==> config.mk <==
export PLATFORM = sky130hd
export DESIGN_NAME = utx_top
export DESIGN_NICKNAME = d
export VERILOG_FILES = /design/src/utx_pkg.sv /design/src/utx_shift_if.sv /design/src/utx_shifter.sv /design/src/utx_top.sv
export VERILOG_INCLUDE_DIRS = /design/src
export SDC_FILE = /design/constraint.sdc
export NUM_CORES = 1
export LEC_CHECK = 0
export BUFFER_PORTS_ARGS = -buffer_cell sky130_fd_sc_hd__buf_2
export CAP_MARGIN = 15
export CORE_MARGIN = 4
export CORE_UTILIZATION = 42
export DETAILED_ROUTE_END_ITERATION = 16
export GPL_TIMING_DRIVEN = 0
export PLACE_DENSITY = 0.68
export SETUP_SLACK_MARGIN = 0.3
export SYNTH_ARGS = -nofsm -noshare
export SYNTH_HDL_FRONTEND = slang
export SYNTH_SLANG_ARGS = --single-unit
==> constraint.sdc <==
create_clock -name clk_in -period 2.76 [get_ports clk_in]
set_clock_uncertainty 0.2 [all_clocks]
set_input_delay 0.552 -clock clk_in [delete_from_list [all_inputs] [get_ports clk_in]]
set_output_delay 0.552 -clock clk_in [all_outputs]
set_load 0.02 [all_outputs]
==> src/utx_map.svh <==
// register offsets, field positions, reset values and frame counts
`ifndef UTX_MAP_SVH
`define UTX_MAP_SVH

// ================================================================
// register byte offsets
`define UTX_OFF_DATA      8'h00
`define UTX_OFF_CTRL      8'h04
`define UTX_OFF_STATUS    8'h08
`define UTX_OFF_MASK      8'h0C
`define UTX_OFF_PORT      8'h10

// ================================================================
// control register fields
`define UTX_CTRL_EN       0
`define UTX_CTRL_NINE     1
`define UTX_CTRL_BIT8     2
`define UTX_CTRL_RST      3'h0

// ================================================================
// status and mask register fields
`define UTX_STAT_EMPTY    0
`define UTX_STAT_DONE     1
`define UTX_MASK_RST      2'h0

// ================================================================
// port register fields
`define UTX_PORT_DIR      0
`define UTX_PORT_LEVEL    1
`define UTX_PORT_PIN      2
`define UTX_PORT_RST      2'h0

// ================================================================
// frame lengths in bit periods, start and stop included
`define UTX_LEN_EIGHT     4'hA
`define UTX_LEN_NINE      4'hB

`endif

==> src/utx_pkg.sv <==
// types shared by the transmitter modules
package utx_pkg;

  // ================================================================
  // shifter states, one-hot
  typedef enum logic [1:0] {
    UTX_ST_IDLE  = 2'b01,
    UTX_ST_SHIFT = 2'b10
  } utx_state_e;

  typedef logic [7:0]  utx_byte_t;
  typedef logic [10:0] utx_frame_t;

endpackage

==> src/utx_shift_if.sv <==
// link between the register side and the frame shifter
`timescale 1ns/1ps
interface utx_shift_if;
  logic              load;
  utx_pkg::utx_byte_t data;
  logic              nine;
  logic              bit8;
  logic              tick;
  logic              enable;
  logic              frame_end;
  logic              idle;
  logic              txd;

  modport ctrl  (output load, data, nine, bit8, tick, enable,
                 input  frame_end, idle, txd);
  modport shift (input  load, data, nine, bit8, tick, enable,
                 output frame_end, idle, txd);
endinterface

==> src/utx_shifter.sv <==
// frame shift register: start bit, data lsb first, optional ninth bit, stop
`timescale 1ns/1ps
`include "utx_map.svh"
module utx_shifter (
  // clock, reset and clock enable
  input  wire logic clk_in,
  input  wire logic resetn_in,
  input  wire logic ce_in,
  // register side
  utx_shift_if.shift link
);
  import utx_pkg::*;

  utx_state_e state;
  utx_state_e next_state;
  utx_frame_t sr;
  utx_frame_t next_sr;
  logic [3:0] cnt;
  logic [3:0] next_cnt;
  logic [3:0] len;
  logic [3:0] next_len;
  logic       txd;
  logic       next_txd;

  // ================================================================
  // decode
  wire        shifting = (state == UTX_ST_SHIFT);
  wire        bit_tick = shifting && link.tick;
  wire        stop_bit = link.nine ? link.bit8 : 1'b1;
  wire utx_frame_t load_frame = {1'b1, stop_bit, link.data, 1'b0};
  wire [3:0]  load_len = link.nine ? `UTX_LEN_NINE : `UTX_LEN_EIGHT;

  assign link.frame_end = bit_tick && (cnt == len);
  assign link.idle      = (state == UTX_ST_IDLE);
  assign link.txd       = txd;

  always_comb begin
    next_state = state;
    next_sr    = sr;
    next_cnt   = cnt;
    next_len   = len;
    next_txd   = txd;
    case (state)
      UTX_ST_IDLE: begin
        next_txd = 1'b1;
      end
      UTX_ST_SHIFT: begin
        if (bit_tick && (cnt == len)) begin
          // stop bit has stood one full period
          next_state = UTX_ST_IDLE;
        end else if (bit_tick) begin
          next_txd = sr[0];
          next_sr  = {1'b1, sr[10:1]};
          next_cnt = 4'(cnt + 4'h1);
        end
      end
      default: begin
        next_state = UTX_ST_IDLE;
      end
    endcase
    if (link.load) begin
      next_state = UTX_ST_SHIFT;
      next_sr    = load_frame;
      next_cnt   = 4'h0;
      next_len   = load_len;
    end
    if (!link.enable) begin
      next_state = UTX_ST_IDLE;
      next_txd   = 1'b1;
    end
  end

  always_ff @(posedge clk_in or negedge resetn_in) begin
    if (!resetn_in) begin
      state <= UTX_ST_IDLE;
      sr    <= 11'h7FF;
      cnt   <= 4'h0;
      len   <= `UTX_LEN_EIGHT;
      txd   <= 1'b1;
    end else if (ce_in) begin
      state <= next_state;
      sr    <= next_sr;
      cnt   <= next_cnt;
      len   <= next_len;
      txd   <= next_txd;
    end
  end

  // ================================================================
  // checks
  a_start_bit_low: assert property (
    @(posedge clk_in) disable iff (!resetn_in)
    ce_in && link.load && link.enable |=> sr[0] == 1'b0 && cnt == 4'h0)
    else $error("start bit not cleared at load");
  a_stop_bit_high: assert property (
    @(posedge clk_in) disable iff (!resetn_in)
    ce_in && link.load && link.enable && !link.nine |=> sr[9] && sr[10])
    else $error("stop bit not set at load");
  a_ninth_bit_copy: assert property (
    @(posedge clk_in) disable iff (!resetn_in)
    ce_in && link.load && link.enable && link.nine
    |=> sr[9] == $past(link.bit8) && sr[10])
    else $error("ninth bit not copied");
  a_first_tick_start: assert property (
    @(posedge clk_in) disable iff (!resetn_in)
    ce_in && bit_tick && cnt == 4'h0 && link.enable && !link.load
    |=> txd == 1'b0)
    else $error("start bit not driven on first tick");
  a_lsb_first_order: assert property (
    @(posedge clk_in) disable iff (!resetn_in)
    ce_in && bit_tick && cnt != len && link.enable && !link.load
    |=> txd == $past(sr[0]) && cnt == 4'($past(cnt) + 4'h1))
    else $error("bits not shifted lsb first");
endmodule // utx_shifter

==> src/utx_top.sv <==
// asynchronous serial transmitter with apb registers and shared pin
//
// Overview of operation
// - when the shift register is empty, load the holding byte and set empty
// - load forces bit 0 low as start, bit 9 or 10 high as stop
// - in nine-bit mode copy the ninth transmit bit into shift bit 9
// - first baud tick after load drives the start bit, then one bit a tick
// - data bits go out least significant first between start and stop
// - after the stop bit, reload a pending byte and set the empty flag
// - with nothing pending, empty flag stays set until the next data write
// - no pending byte and stop held one bit period: set transmit complete
// - transmitter works only while enabled, else pin is plain port i/o
// - enabled transmitter owns the pin as output, direction bit ignored
`timescale 1ns/1ps
`include "utx_map.svh"
module utx_top (
  // clock, reset, clock enable
  input  wire logic             clk_in,
  input  wire logic             resetn_in,
  input  wire logic             ce_in,
  // apb slave
  input  wire logic             psel_in,
  input  wire logic             penable_in,
  input  wire logic             pwrite_in,
  input  wire logic [7:0]       paddr_in,
  input  wire logic [31:0]      pwdata_in,
  output logic      [31:0]      prdata_out,
  output logic                  pready_out,
  output logic                  pslverr_out,
  // baud rate tick, one clock wide
  input  wire logic             baud_tick_in,
  // shared port pin
  input  wire logic             pin_in,
  output logic                  pin_out,
  output logic                  pin_oe_n_out,
  // interrupt
  output logic                  irq_out
);
  import utx_pkg::*;

  // ================================================================
  // register state
  utx_byte_t  tx_data_holding;
  logic       holding_empty_flag;
  logic       tx_complete_flag;
  logic       tx_enable_bit;
  logic       nine_bit_select;
  logic       ninth_tx_bit;
  logic [1:0] irq_mask;
  logic       pin_direction_bit;
  logic       pin_level_bit;

  logic [31:0] next_prdata;
  logic        next_pslverr;
  logic        next_empty;
  logic        next_done;
  logic        next_pin;
  logic        next_oe_n;

  utx_shift_if link ();

  utx_shifter u_shifter (
    .clk_in    (clk_in),
    .resetn_in (resetn_in),
    .ce_in     (ce_in),
    .link      (link)
  );

  // ================================================================
  // apb decode
  // one wait state: pready rises in the second access cycle
  wire access    = psel_in && penable_in && !pready_out;
  wire wr_access = access && pwrite_in;
  wire rd_access = access && !pwrite_in;
  wire hit_data  = (paddr_in == `UTX_OFF_DATA);
  wire hit_ctrl  = (paddr_in == `UTX_OFF_CTRL);
  wire hit_stat  = (paddr_in == `UTX_OFF_STATUS);
  wire hit_mask  = (paddr_in == `UTX_OFF_MASK);
  wire hit_port  = (paddr_in == `UTX_OFF_PORT);
  wire hit_any   = hit_data || hit_ctrl || hit_stat || hit_mask || hit_port;
  wire wr_data   = wr_access && hit_data;
  wire wr_ctrl   = wr_access && hit_ctrl;
  wire wr_stat   = wr_access && hit_stat;
  wire wr_mask   = wr_access && hit_mask;
  wire wr_port   = wr_access && hit_port;

  wire [1:0] status_bits = {tx_complete_flag, holding_empty_flag};
  wire [2:0] ctrl_bits   = {ninth_tx_bit, nine_bit_select, tx_enable_bit};
  wire [2:0] port_bits   = {pin_in, pin_level_bit, pin_direction_bit};

  always_comb begin
    next_prdata  = 32'h0000_0000;
    next_pslverr = access && !hit_any;
    if (rd_access) begin
      case (1'b1)
        hit_data: next_prdata = {24'h00_0000, tx_data_holding};
        hit_ctrl: next_prdata = {29'h000_0000, ctrl_bits};
        hit_stat: next_prdata = {30'h000_0000, status_bits};
        hit_mask: next_prdata = {30'h000_0000, irq_mask};
        hit_port: next_prdata = {29'h000_0000, port_bits};
        default:  next_prdata = 32'h0000_0000;
      endcase
    end
  end

  // ================================================================
  // shifter control
  // a byte is pending while the holding flag reads zero
  wire pending   = !holding_empty_flag;
  wire sr_free   = link.idle || link.frame_end;
  wire load_now  = tx_enable_bit && pending && sr_free;

  assign link.load   = load_now;
  assign link.data   = tx_data_holding;
  assign link.nine   = nine_bit_select;
  assign link.bit8   = ninth_tx_bit;
  assign link.tick   = baud_tick_in;
  assign link.enable = tx_enable_bit;

  // a write in the load cycle makes a fresh byte pending again
  always_comb begin
    next_empty = holding_empty_flag;
    if (load_now) begin
      next_empty = 1'b1;
    end
    if (wr_data) begin
      next_empty = 1'b0;
    end
  end

  // set wins over a write-one clear in the same cycle
  wire done_event = link.frame_end && !pending;
  always_comb begin
    next_done = tx_complete_flag;
    if (wr_stat && pwdata_in[`UTX_STAT_DONE]) begin
      next_done = 1'b0;
    end
    if (done_event) begin
      next_done = 1'b1;
    end
  end

  // ================================================================
  // pin ownership
  always_comb begin
    if (tx_enable_bit) begin
      next_pin  = link.txd;
      next_oe_n = 1'b0;
    end else begin
      next_pin  = pin_level_bit;
      next_oe_n = !pin_direction_bit;
    end
  end

  wire next_irq = |(status_bits & irq_mask);

  // ================================================================
  // registers
  always_ff @(posedge clk_in or negedge resetn_in) begin
    if (!resetn_in) begin
      pready_out  <= 1'b0;
      pslverr_out <= 1'b0;
      prdata_out  <= 32'h0000_0000;
    end else if (ce_in) begin
      pready_out  <= access;
      pslverr_out <= next_pslverr;
      prdata_out  <= next_prdata;
    end
  end

  always_ff @(posedge clk_in or negedge resetn_in) begin
    if (!resetn_in) begin
      tx_data_holding <= 8'h00;
    end else if (ce_in && wr_data) begin
      tx_data_holding <= pwdata_in[7:0];
    end
  end

  always_ff @(posedge clk_in or negedge resetn_in) begin
    if (!resetn_in) begin
      {ninth_tx_bit, nine_bit_select, tx_enable_bit} <= `UTX_CTRL_RST;
    end else if (ce_in && wr_ctrl) begin
      tx_enable_bit   <= pwdata_in[`UTX_CTRL_EN];
      nine_bit_select <= pwdata_in[`UTX_CTRL_NINE];
      ninth_tx_bit    <= pwdata_in[`UTX_CTRL_BIT8];
    end
  end

  always_ff @(posedge clk_in or negedge resetn_in) begin
    if (!resetn_in) begin
      irq_mask                           <= `UTX_MASK_RST;
      {pin_level_bit, pin_direction_bit} <= `UTX_PORT_RST;
    end else if (ce_in) begin
      if (wr_mask) begin
        irq_mask <= pwdata_in[1:0];
      end
      if (wr_port) begin
        pin_direction_bit <= pwdata_in[`UTX_PORT_DIR];
        pin_level_bit     <= pwdata_in[`UTX_PORT_LEVEL];
      end
    end
  end

  always_ff @(posedge clk_in or negedge resetn_in) begin
    if (!resetn_in) begin
      holding_empty_flag <= 1'b1;
      tx_complete_flag   <= 1'b0;
      irq_out            <= 1'b0;
    end else if (ce_in) begin
      holding_empty_flag <= next_empty;
      tx_complete_flag   <= next_done;
      irq_out            <= next_irq;
    end
  end

  // pin is an input after reset so nothing is driven before software acts
  always_ff @(posedge clk_in or negedge resetn_in) begin
    if (!resetn_in) begin
      pin_out      <= 1'b1;
      pin_oe_n_out <= 1'b1;
    end else if (ce_in) begin
      pin_out      <= next_pin;
      pin_oe_n_out <= next_oe_n;
    end
  end

  // ================================================================
  // checks
  a_load_sets_empty: assert property (
    @(posedge clk_in) disable iff (!resetn_in)
    ce_in && load_now && !wr_data |=> holding_empty_flag)
    else $error("empty flag not set on load");
  a_reload_after_stop: assert property (
    @(posedge clk_in) disable iff (!resetn_in)
    ce_in && link.frame_end && pending && tx_enable_bit
    |=> !link.idle && link.txd)
    else $error("pending byte not reloaded after stop");
  a_empty_stays_set: assert property (
    @(posedge clk_in) disable iff (!resetn_in)
    ce_in && holding_empty_flag && !wr_data |=> holding_empty_flag)
    else $error("empty flag dropped without a data write");
  a_data_write_clears: assert property (
    @(posedge clk_in) disable iff (!resetn_in)
    ce_in && wr_data |=> !holding_empty_flag)
    else $error("data write left the empty flag set");
  a_done_on_stop: assert property (
    @(posedge clk_in) disable iff (!resetn_in)
    ce_in && link.frame_end && !pending |=> tx_complete_flag)
    else $error("complete flag not set after stop period");
  a_done_stays_set: assert property (
    @(posedge clk_in) disable iff (!resetn_in)
    ce_in && tx_complete_flag && !wr_stat |=> tx_complete_flag)
    else $error("complete flag dropped without a clear");
  // a spurious complete flag would let software drop the line too early
  a_done_needs_stop: assert property (
    @(posedge clk_in) disable iff (!resetn_in)
    ce_in && !tx_complete_flag && !done_event |=> !tx_complete_flag)
    else $error("complete flag set without a finished frame");
  a_pin_gpio_when_off: assert property (
    @(posedge clk_in) disable iff (!resetn_in)
    ce_in && !tx_enable_bit
    |=> pin_oe_n_out == !$past(pin_direction_bit)
        && pin_out == $past(pin_level_bit))
    else $error("pin not returned to port use");
  a_pin_forced_out: assert property (
    @(posedge clk_in) disable iff (!resetn_in)
    ce_in && tx_enable_bit |=> !pin_oe_n_out)
    else $error("enabled transmitter not driving pin");
  a_pin_follows_tx: assert property (
    @(posedge clk_in) disable iff (!resetn_in)
    ce_in && tx_enable_bit |=> pin_out == $past(link.txd))
    else $error("enabled pin does not carry the serial output");
  a_idle_line_high: assert property (
    @(posedge clk_in) disable iff (!resetn_in)
    ce_in && tx_enable_bit && link.idle && !load_now
    ##1 ce_in && tx_enable_bit |=> pin_out)
    else $error("idle line not high");

  // ================================================================
  // bus and interrupt checks
  // the answer is fixed at one wait state, so masters may rely on it
  a_one_wait_state: assert property (
    @(posedge clk_in) disable iff (!resetn_in)
    ce_in && access |=> pready_out)
    else $error("access not answered after one wait state");
  a_no_ready_idle: assert property (
    @(posedge clk_in) disable iff (!resetn_in)
    ce_in && !(psel_in && penable_in) |=> !pready_out)
    else $error("ready raised without an access");
  a_unmapped_error: assert property (
    @(posedge clk_in) disable iff (!resetn_in)
    ce_in && access && !hit_any |=> pslverr_out && pready_out)
    else $error("unmapped access not flagged");
  // read data is zero outside a read so a stale word never leaks
  a_read_data_quiet: assert property (
    @(posedge clk_in) disable iff (!resetn_in)
    ce_in && !rd_access |=> prdata_out == 32'h0000_0000)
    else $error("read data not zero outside a read");
  a_irq_follows_mask: assert property (
    @(posedge clk_in) disable iff (!resetn_in)
    ce_in |=> irq_out == |($past(status_bits) & $past(irq_mask)))
    else $error("interrupt output mismatch");
endmodule // utx_top

==> results.cfg, run 1 <==
[placed_design]
detailed_place_hpwl_um = 3850
port_buffers = 34
post-place-cells = 361
globalplace.congestion = 0.829

[floorplanning]
io-pin-count = 85
start_util_pct = 44.0
die-area_um2 = 7600
rows = 28
die_h_um = 87.2
core-area_um2 = 5990
die_w_um = 87.2

[sta]
finalSetupTns_ps = 0
setup_violations = 0
max_freq_ghz = 0.447
max_slew_margin_pct = 56.3
min_period_ps = 2240
finalMaxSlewViolations = 0
tightest_slew_ps = 655
rsz0062_at_grt = false
post-route-period-util_pct = 81.0
hold_viol = 0

[yosys]
syn_avg_cell_area_um2 = 11.5
synthArstFlopShare_pct = 100
synth-main-ff-cell = dfrtp_1
synth_seq_area_share_pct = 46.3
synth_edf_count = 0
ys_seq_elements = 48
yosys.area.top_type_share_pct = 31.3
synth_top_area_cell = dfrtp_1
yosysWarningCount = 0
netlist_area_um2 = 2640
synth_area_leaders = dfrtp_1, dfstp_2, buf_4
syn_inst = 229
synth_cell_types = 59

[worst_setup_path]
critPathKind = flop to flop
r2r_start = u_shifter.state[0]
start_kind = flop
cp-end-kind = flop
ff2ff_path_depth = 5
cp-startpoint = u_shifter.state[0]
critPathArrivalTime_ps = 2270
cp_max_fo = 10
required_ps = 2790

[drt]
first_pass_iters = 4
drc = 0
routedWlPerCell_um = 14.6
wl_um = 5400
drt_iter0_markers = 136
via_per_inst = 5.09
ant_nets = 0
dr_total_vias = 1888

[final_layout]
drive_gt1_share_pct = 43.9
mostFrequentLayoutCell = buf_2
final_nets = 344
nFillCells = 538
fin_cells = 371
area_delta_synth_final_pct = 18.3
antennaDiodeCount = 0
most-common-layout-cells = buf_2, dfrtp_1, buf_4, conb_1, mux2_2

[cts]
h-tree-depth = 2
clockRootBuffer = clkbuf_8
clkTransAtPathRegs_ps = 90
cts.sinks = 48
cts_tree = yes
numCtsBuffers = 5
cts_max_path_buffers = 2
worstSkewPairLatency_ps = 300

[worst_hold_path]
min_path_cells = 1
hp-class = flop to flop
worstHoldStart = pin_direction_bit

[pwr]
vdd_drop_max_v = 0.000360
leakage_uw = 0.00160
p_per_area_nw_per_um2 = 420

[grt]
grt_max_degree = 49
grt_pass1_vias = 1809
grtUsageTotal_pct = 14.7
antenna_found_initial = 0
grt_overflow = 0
grt_pass1_wl_um = 8800

[run]
drv_cap = 0

[status]
status = completed
## cells in the mapped netlist, types with 2 or more instances
| master | n |
|---|---|
| nor4bb_1 | 2 |
| nand2_1 | 7 |
| buf_2 | 3 |
| o32ai_1 | 2 |
| a22o_1 | 7 |
| buf_4 | 24 |
| and2_1 | 2 |
| o211ai_1 | 2 |
| or2_2 | 2 |
| clkbuf_1 | 7 |
| mux2_2 | 16 |
| nor2b_1 | 2 |
| and3_1 | 3 |
| dfstp_2 | 15 |
| o22ai_1 | 2 |
| buf_6 | 2 |
| inv_1 | 9 |
| dfrtp_1 | 33 |
| o21ai_0 | 7 |
| mux2_4 | 8 |
| nor2_1 | 13 |
| and4_1 | 2 |
| a21oi_1 | 6 |
| and2b_2 | 8 |
| mux2i_1 | 2 |
| a32o_1 | 9 |
| xnor2_1 | 2 |
## power by group
| group | total [uW] | switching (uW) | internal (uW) |
|---|---|---|---|
| clock network | 430 | 230 | 200 |
| logic | 154 | 93.2 | 60.8 |
| registers | 724 | 6.98 | 717 |
| total | 1310 | 330 | 978 |
## registers in the layout (all words and copies together), names as in the netlist, 2 cells and up
register and cells:
u_shifter.sr 10, link.data 8, u_shifter.cnt 4, prdata_out 8
u_shifter.state 2, irq_mask 2
## layer usage
layer,GRT usage (%),up-vias,share of wire (%)
met4,4.04,0,1.0
met1,19.8,919,45
met5,0,-,0
met3,2.93,6,4.8
met2,24.0,47,49
li1,-,916,-
## what timing repair did
item / 4_1_cts / 5_1_grt
buffers inserted: 0 / 0
endpoints found under the hold margin: 0 / 4
endpoints found under the setup margin: 0 / 1
resized for setup: 0 / 1
hold buffers: 0 / 1
## metrics by stage
step           setup WS [ps]  power (uW)  hold WS, ps  utilization [%]  instance area, um^2
2_1_floorplan            567         837         56.4                -                 2720
3_3_place_gp             282         884          249             49.8                 2990
3_5_place_dp             264         886          247             49.8                 2990
4_1_cts                  355        1320          260             51.4                 3080
5_1_grt                  419        1380          269             52.0                 3120
6_report                 523        1310          254             52.0                 3120
## cell type report
class | instances | area [um^2] | area share (%)
Clock inverter | 2 | 10.0 | 0.321
Sequential cell | 48 | 1220 | 39.1
Multi-Input combinational cell | 159 | 1230 | 39.5
Buffer | 36 | 244 | 7.83
Tap cell | 75 | 93.8 | 3.01
Timing Repair Buffer | 36 | 200 | 6.42
Inverter | 9 | 33.8 | 1.08
Clock buffer | 6 | 82.6 | 2.65
## worst paths after layout
kind,endpoint,slack (ps)
setup / recovery,u_shifter.sr[8],520
hold / removal,pin_oe_n_out,250
setup reg to reg,u_shifter.sr[8],520
hold reg to reg,pin_oe_n_out,250
max in group asynchronous,u_shifter.sr[6],1380
min in group asynchronous,prdata_out[0],440
## kinds of logic (layout without fill, tap and decap cells)
group	after synthesis	after routing	share of synthesized area [%]
AOI/OAI and AO/OA	47	47	14.0
and+or+nand+nor	57	57	15.0
buffers and inverters	45	89	10.5
adders and majority gates	1	1	0.475
other	1	24	0.142
DFF	48	48	46.3
xor gates and xnor gates	3	3	0.997
muxes	27	27	12.6
## critical path, stage by stage, from the launching register on
cell	delay (ps)
dfstp_2	580
nor4bb_1	280
clkbuf_1	360
o221a_2	270
buf_6	170
mux2_4	310
(Power assumes the default switching activity.)
==> run 2: changes to the inputs <==
Settings changed: ABC_AREA from default to 1, PLACE_DENSITY 0.68 to 0.71.
Clock period 2.76 ns to 1.9 ns, I/O delays scaled along.
==> run 2 against run 1 <==
Final area increased by 11%. Die area is 1.0% lower. Combinational power up 48%. Synthesized area fell by 1.1%. Critical path depth is 4 higher. Largest power group unchanged.
==> results.cfg, run 2 <==
[status]
status = completed

[drt]
drt_iter0_markers = 106
wl_um = 6220
ant_nets = 0
via_per_inst = 4.77
routedWlPerCell_um = 12.6
dr_total_vias = 2357
drc = 0
first_pass_iters = 4

[sta]
setup_violations = 0
hold_ws_ps = 88.1
finalSetupTns_ps = 0
min_period_ps = 1670
tightest_slew_ps = 608
rsz0062_at_grt = true
hold_viol = 0
setup_ws_ps = 228
finalMaxSlewViolations = 0
max_freq_ghz = 0.598
post-route-period-util_pct = 88.0
max_slew_margin_pct = 59.5

[pwr]
p_int_uw = 1420
p_per_area_nw_per_um2 = 546
p_comb_share_pct = 12.0
vdd_drop_max_v = 0.000426
leakage_uw = 0.00183
p_sw_share_pct = 25.2
seq_power_share_pct = 55.1
p_total_uw = 1890
p_sw_uw = 477
p_clk_share_pct = 32.9

[worst_setup_path]
cp-end-kind = flop
required_ps = 1930
cp_cell_sequence = inv_1, nand2_1, nand2_2, nand3_4, nand2_4, nand3_4, buf_4, nand3_1, nand2_1
slowest_stage = dfrtp_1
start_kind = flop
critPathKind = flop to flop
cp_max_fo = 7
slowest_delay_ps = 430
cp_top_family = simple AND/OR/NAND/NOR gates
cp_num_buf_inv = 2
ff2ff_path_depth = 9
cp_num_cells = 9
critPathArrivalTime_ps = 1700

[yosys]
synth_cell_types = 27
synth_seq_area_share_pct = 46.8
synth_area_leaders = dfrtp_1, dfstp_2, nand2_1
syn_avg_cell_area_um2 = 7.89
synth_edf_count = 0
syn_inst = 330
synth_top_area_cell = dfrtp_1
synthMostInstantiatedCell = nand2_1
yosysWarningCount = 0
ys_seq_elements = 48
synth-main-ff-cell = dfrtp_1
synthArstFlopShare_pct = 100
netlist_area_um2 = 2600
yosys.area.top_type_share_pct = 31.7
yosys-top-cells-count = nand2_1, nand3_1, inv_1, dfrtp_1

[worst_hold_path]
hp-class = input port to flop
min_path_cells = 3

[final_layout]
drive_gt1_share_pct = 37.2
antennaDiodeCount = 0
most-common-layout-cells = nand2_1, buf_4, buf_2, inv_1, dfrtp_1
largest_reg_flops = 10
area_delta_synth_final_pct = 33.3
final_nets = 467
largest-register = u_shifter.sr
mostFrequentLayoutCell = nand2_1

[cts]
cts.sinks = 48
clockRootBuffer = clkbuf_8
h-tree-depth = 2
clkTransAtPathRegs_ps = 90
worstSkewPairLatency_ps = 300
cts_max_path_buffers = 2
numCtsBuffers = 5
cts_tree = yes

[placed_design]
detailed_place_hpwl_um = 4070
globalplace.congestion = 0.829
port_buffers = 36
dp_slack_ps = 7.11

[grt]
grt_overflow = 0
grt_max_degree = 49
grt_pass1_vias = 2138
antenna_found_initial = 0
grt_pass1_wl_um = 9760
grtUsageTotal_pct = 16.3

[floorplanning]
die_w_um = 86.8
core-area_um2 = 5960
io-pin-count = 85
die-area_um2 = 7530
die_h_um = 86.8
rows = 28
start_util_pct = 43.7

[run]
drv_cap = 0
run 2: cell types whose count changed in the layout (fill, tap and decap cells not counted), sizes merged, moves of 4 or more:
cell   delta
a22o      -7
a32o      -9
and2b     -9
buf      +19
inv      +29
mux2     -25
nand2   +100
nand3    +38
nand4     +4
o21ai    +21
run 2: area by class of cell:
type	count	area (um^2)
clock inverter	1	7.51
fill	527	2480
tap	75	93.8
buffer	30	259
sequential	48	1220
clock buffer	7	86.3
timing repair buffer	57	383
multi-input combinational	237	1270
inverter	39	151
run 2: worst register-to-register path, cell delays in order, from the launching register on:
cell     delay [ps]
dfrtp_1         430
inv_1            90
nand2_1          70
nand2_2         100
nand3_4         100
nand2_4         120
nand3_4         170
buf_4           200
nand3_1          80
nand2_1          60
run 2: power by group through the flow:
stage / Clock, uW / Sequential, uW / Combinational, uW
6_report: 623 / 1040 / 228
3_3_place_gp: 0 / 1060 / 199
3_5_place_dp: 0 / 1060 / 201
4_1_cts: 649 / 1040 / 214
2_1_floorplan: 0 / 1070 / 129
5_1_grt: 696 / 1050 / 250
run 2: worst paths after layout:
kind / start / end / slack (ps)
min: pwdata_in[5] / link.data[5] / 90
max in group asynchronous: resetn_in / u_shifter.sr[3] / 470
min in group asynchronous: resetn_in / u_shifter.cnt[1] / 420
max reg2reg: u_shifter.cnt[0] / u_shifter.sr[4] / 230
max: u_shifter.cnt[0] / u_shifter.sr[4] / 230
min reg2reg: u_shifter.sr[5] / u_shifter.sr[5] / 270
run 2: cells by family (layout without fill, tap and decap cells):
group	Yosys count	after routing	synth area share, %
adder cells (fa/ha/maj)	1	1	0.480
buffers and inverters	69	134	14.4
flip-flops	48	48	46.8
AND/OR/NAND/NOR	170	171	29.4
other	1	24	0.144
AO/OA/AOI/OAI	39	39	8.12
XOR/XNOR	2	2	0.673
run 2: per-stage QoR:
stage / util (%) / std cells / area (um^2)
global route: 58.3 / 494 / 3470
CTS: 53.2 / 476 / 3170
floorplan: - / 353 / 2710
finish: 58.3 / 494 / 3470
detailed placement: 50.1 / 464 / 2990
global placement: 50.1 / 464 / 2990
run 2: routing by layer:
metal / vias to the layer above / global-route usage, % / wire length [um]
li1: 1182 / - / -
met1: 1092 / 22.2 / 2720
met2: 73 / 25.8 / 3060
met3: 10 / 3.52 / 344
met4: 0 / 5.38 / 100
met5: - / 0 / 0
run 2: repair_timing:
item,4_1_cts,5_1_grt
gates cloned,1,2
hold endpoints to repair,0,13
hold buffers,0,1
pin swaps,2,19
buffers inserted,3,14
resized for setup,15,37
setup endpoints to repair,25,37
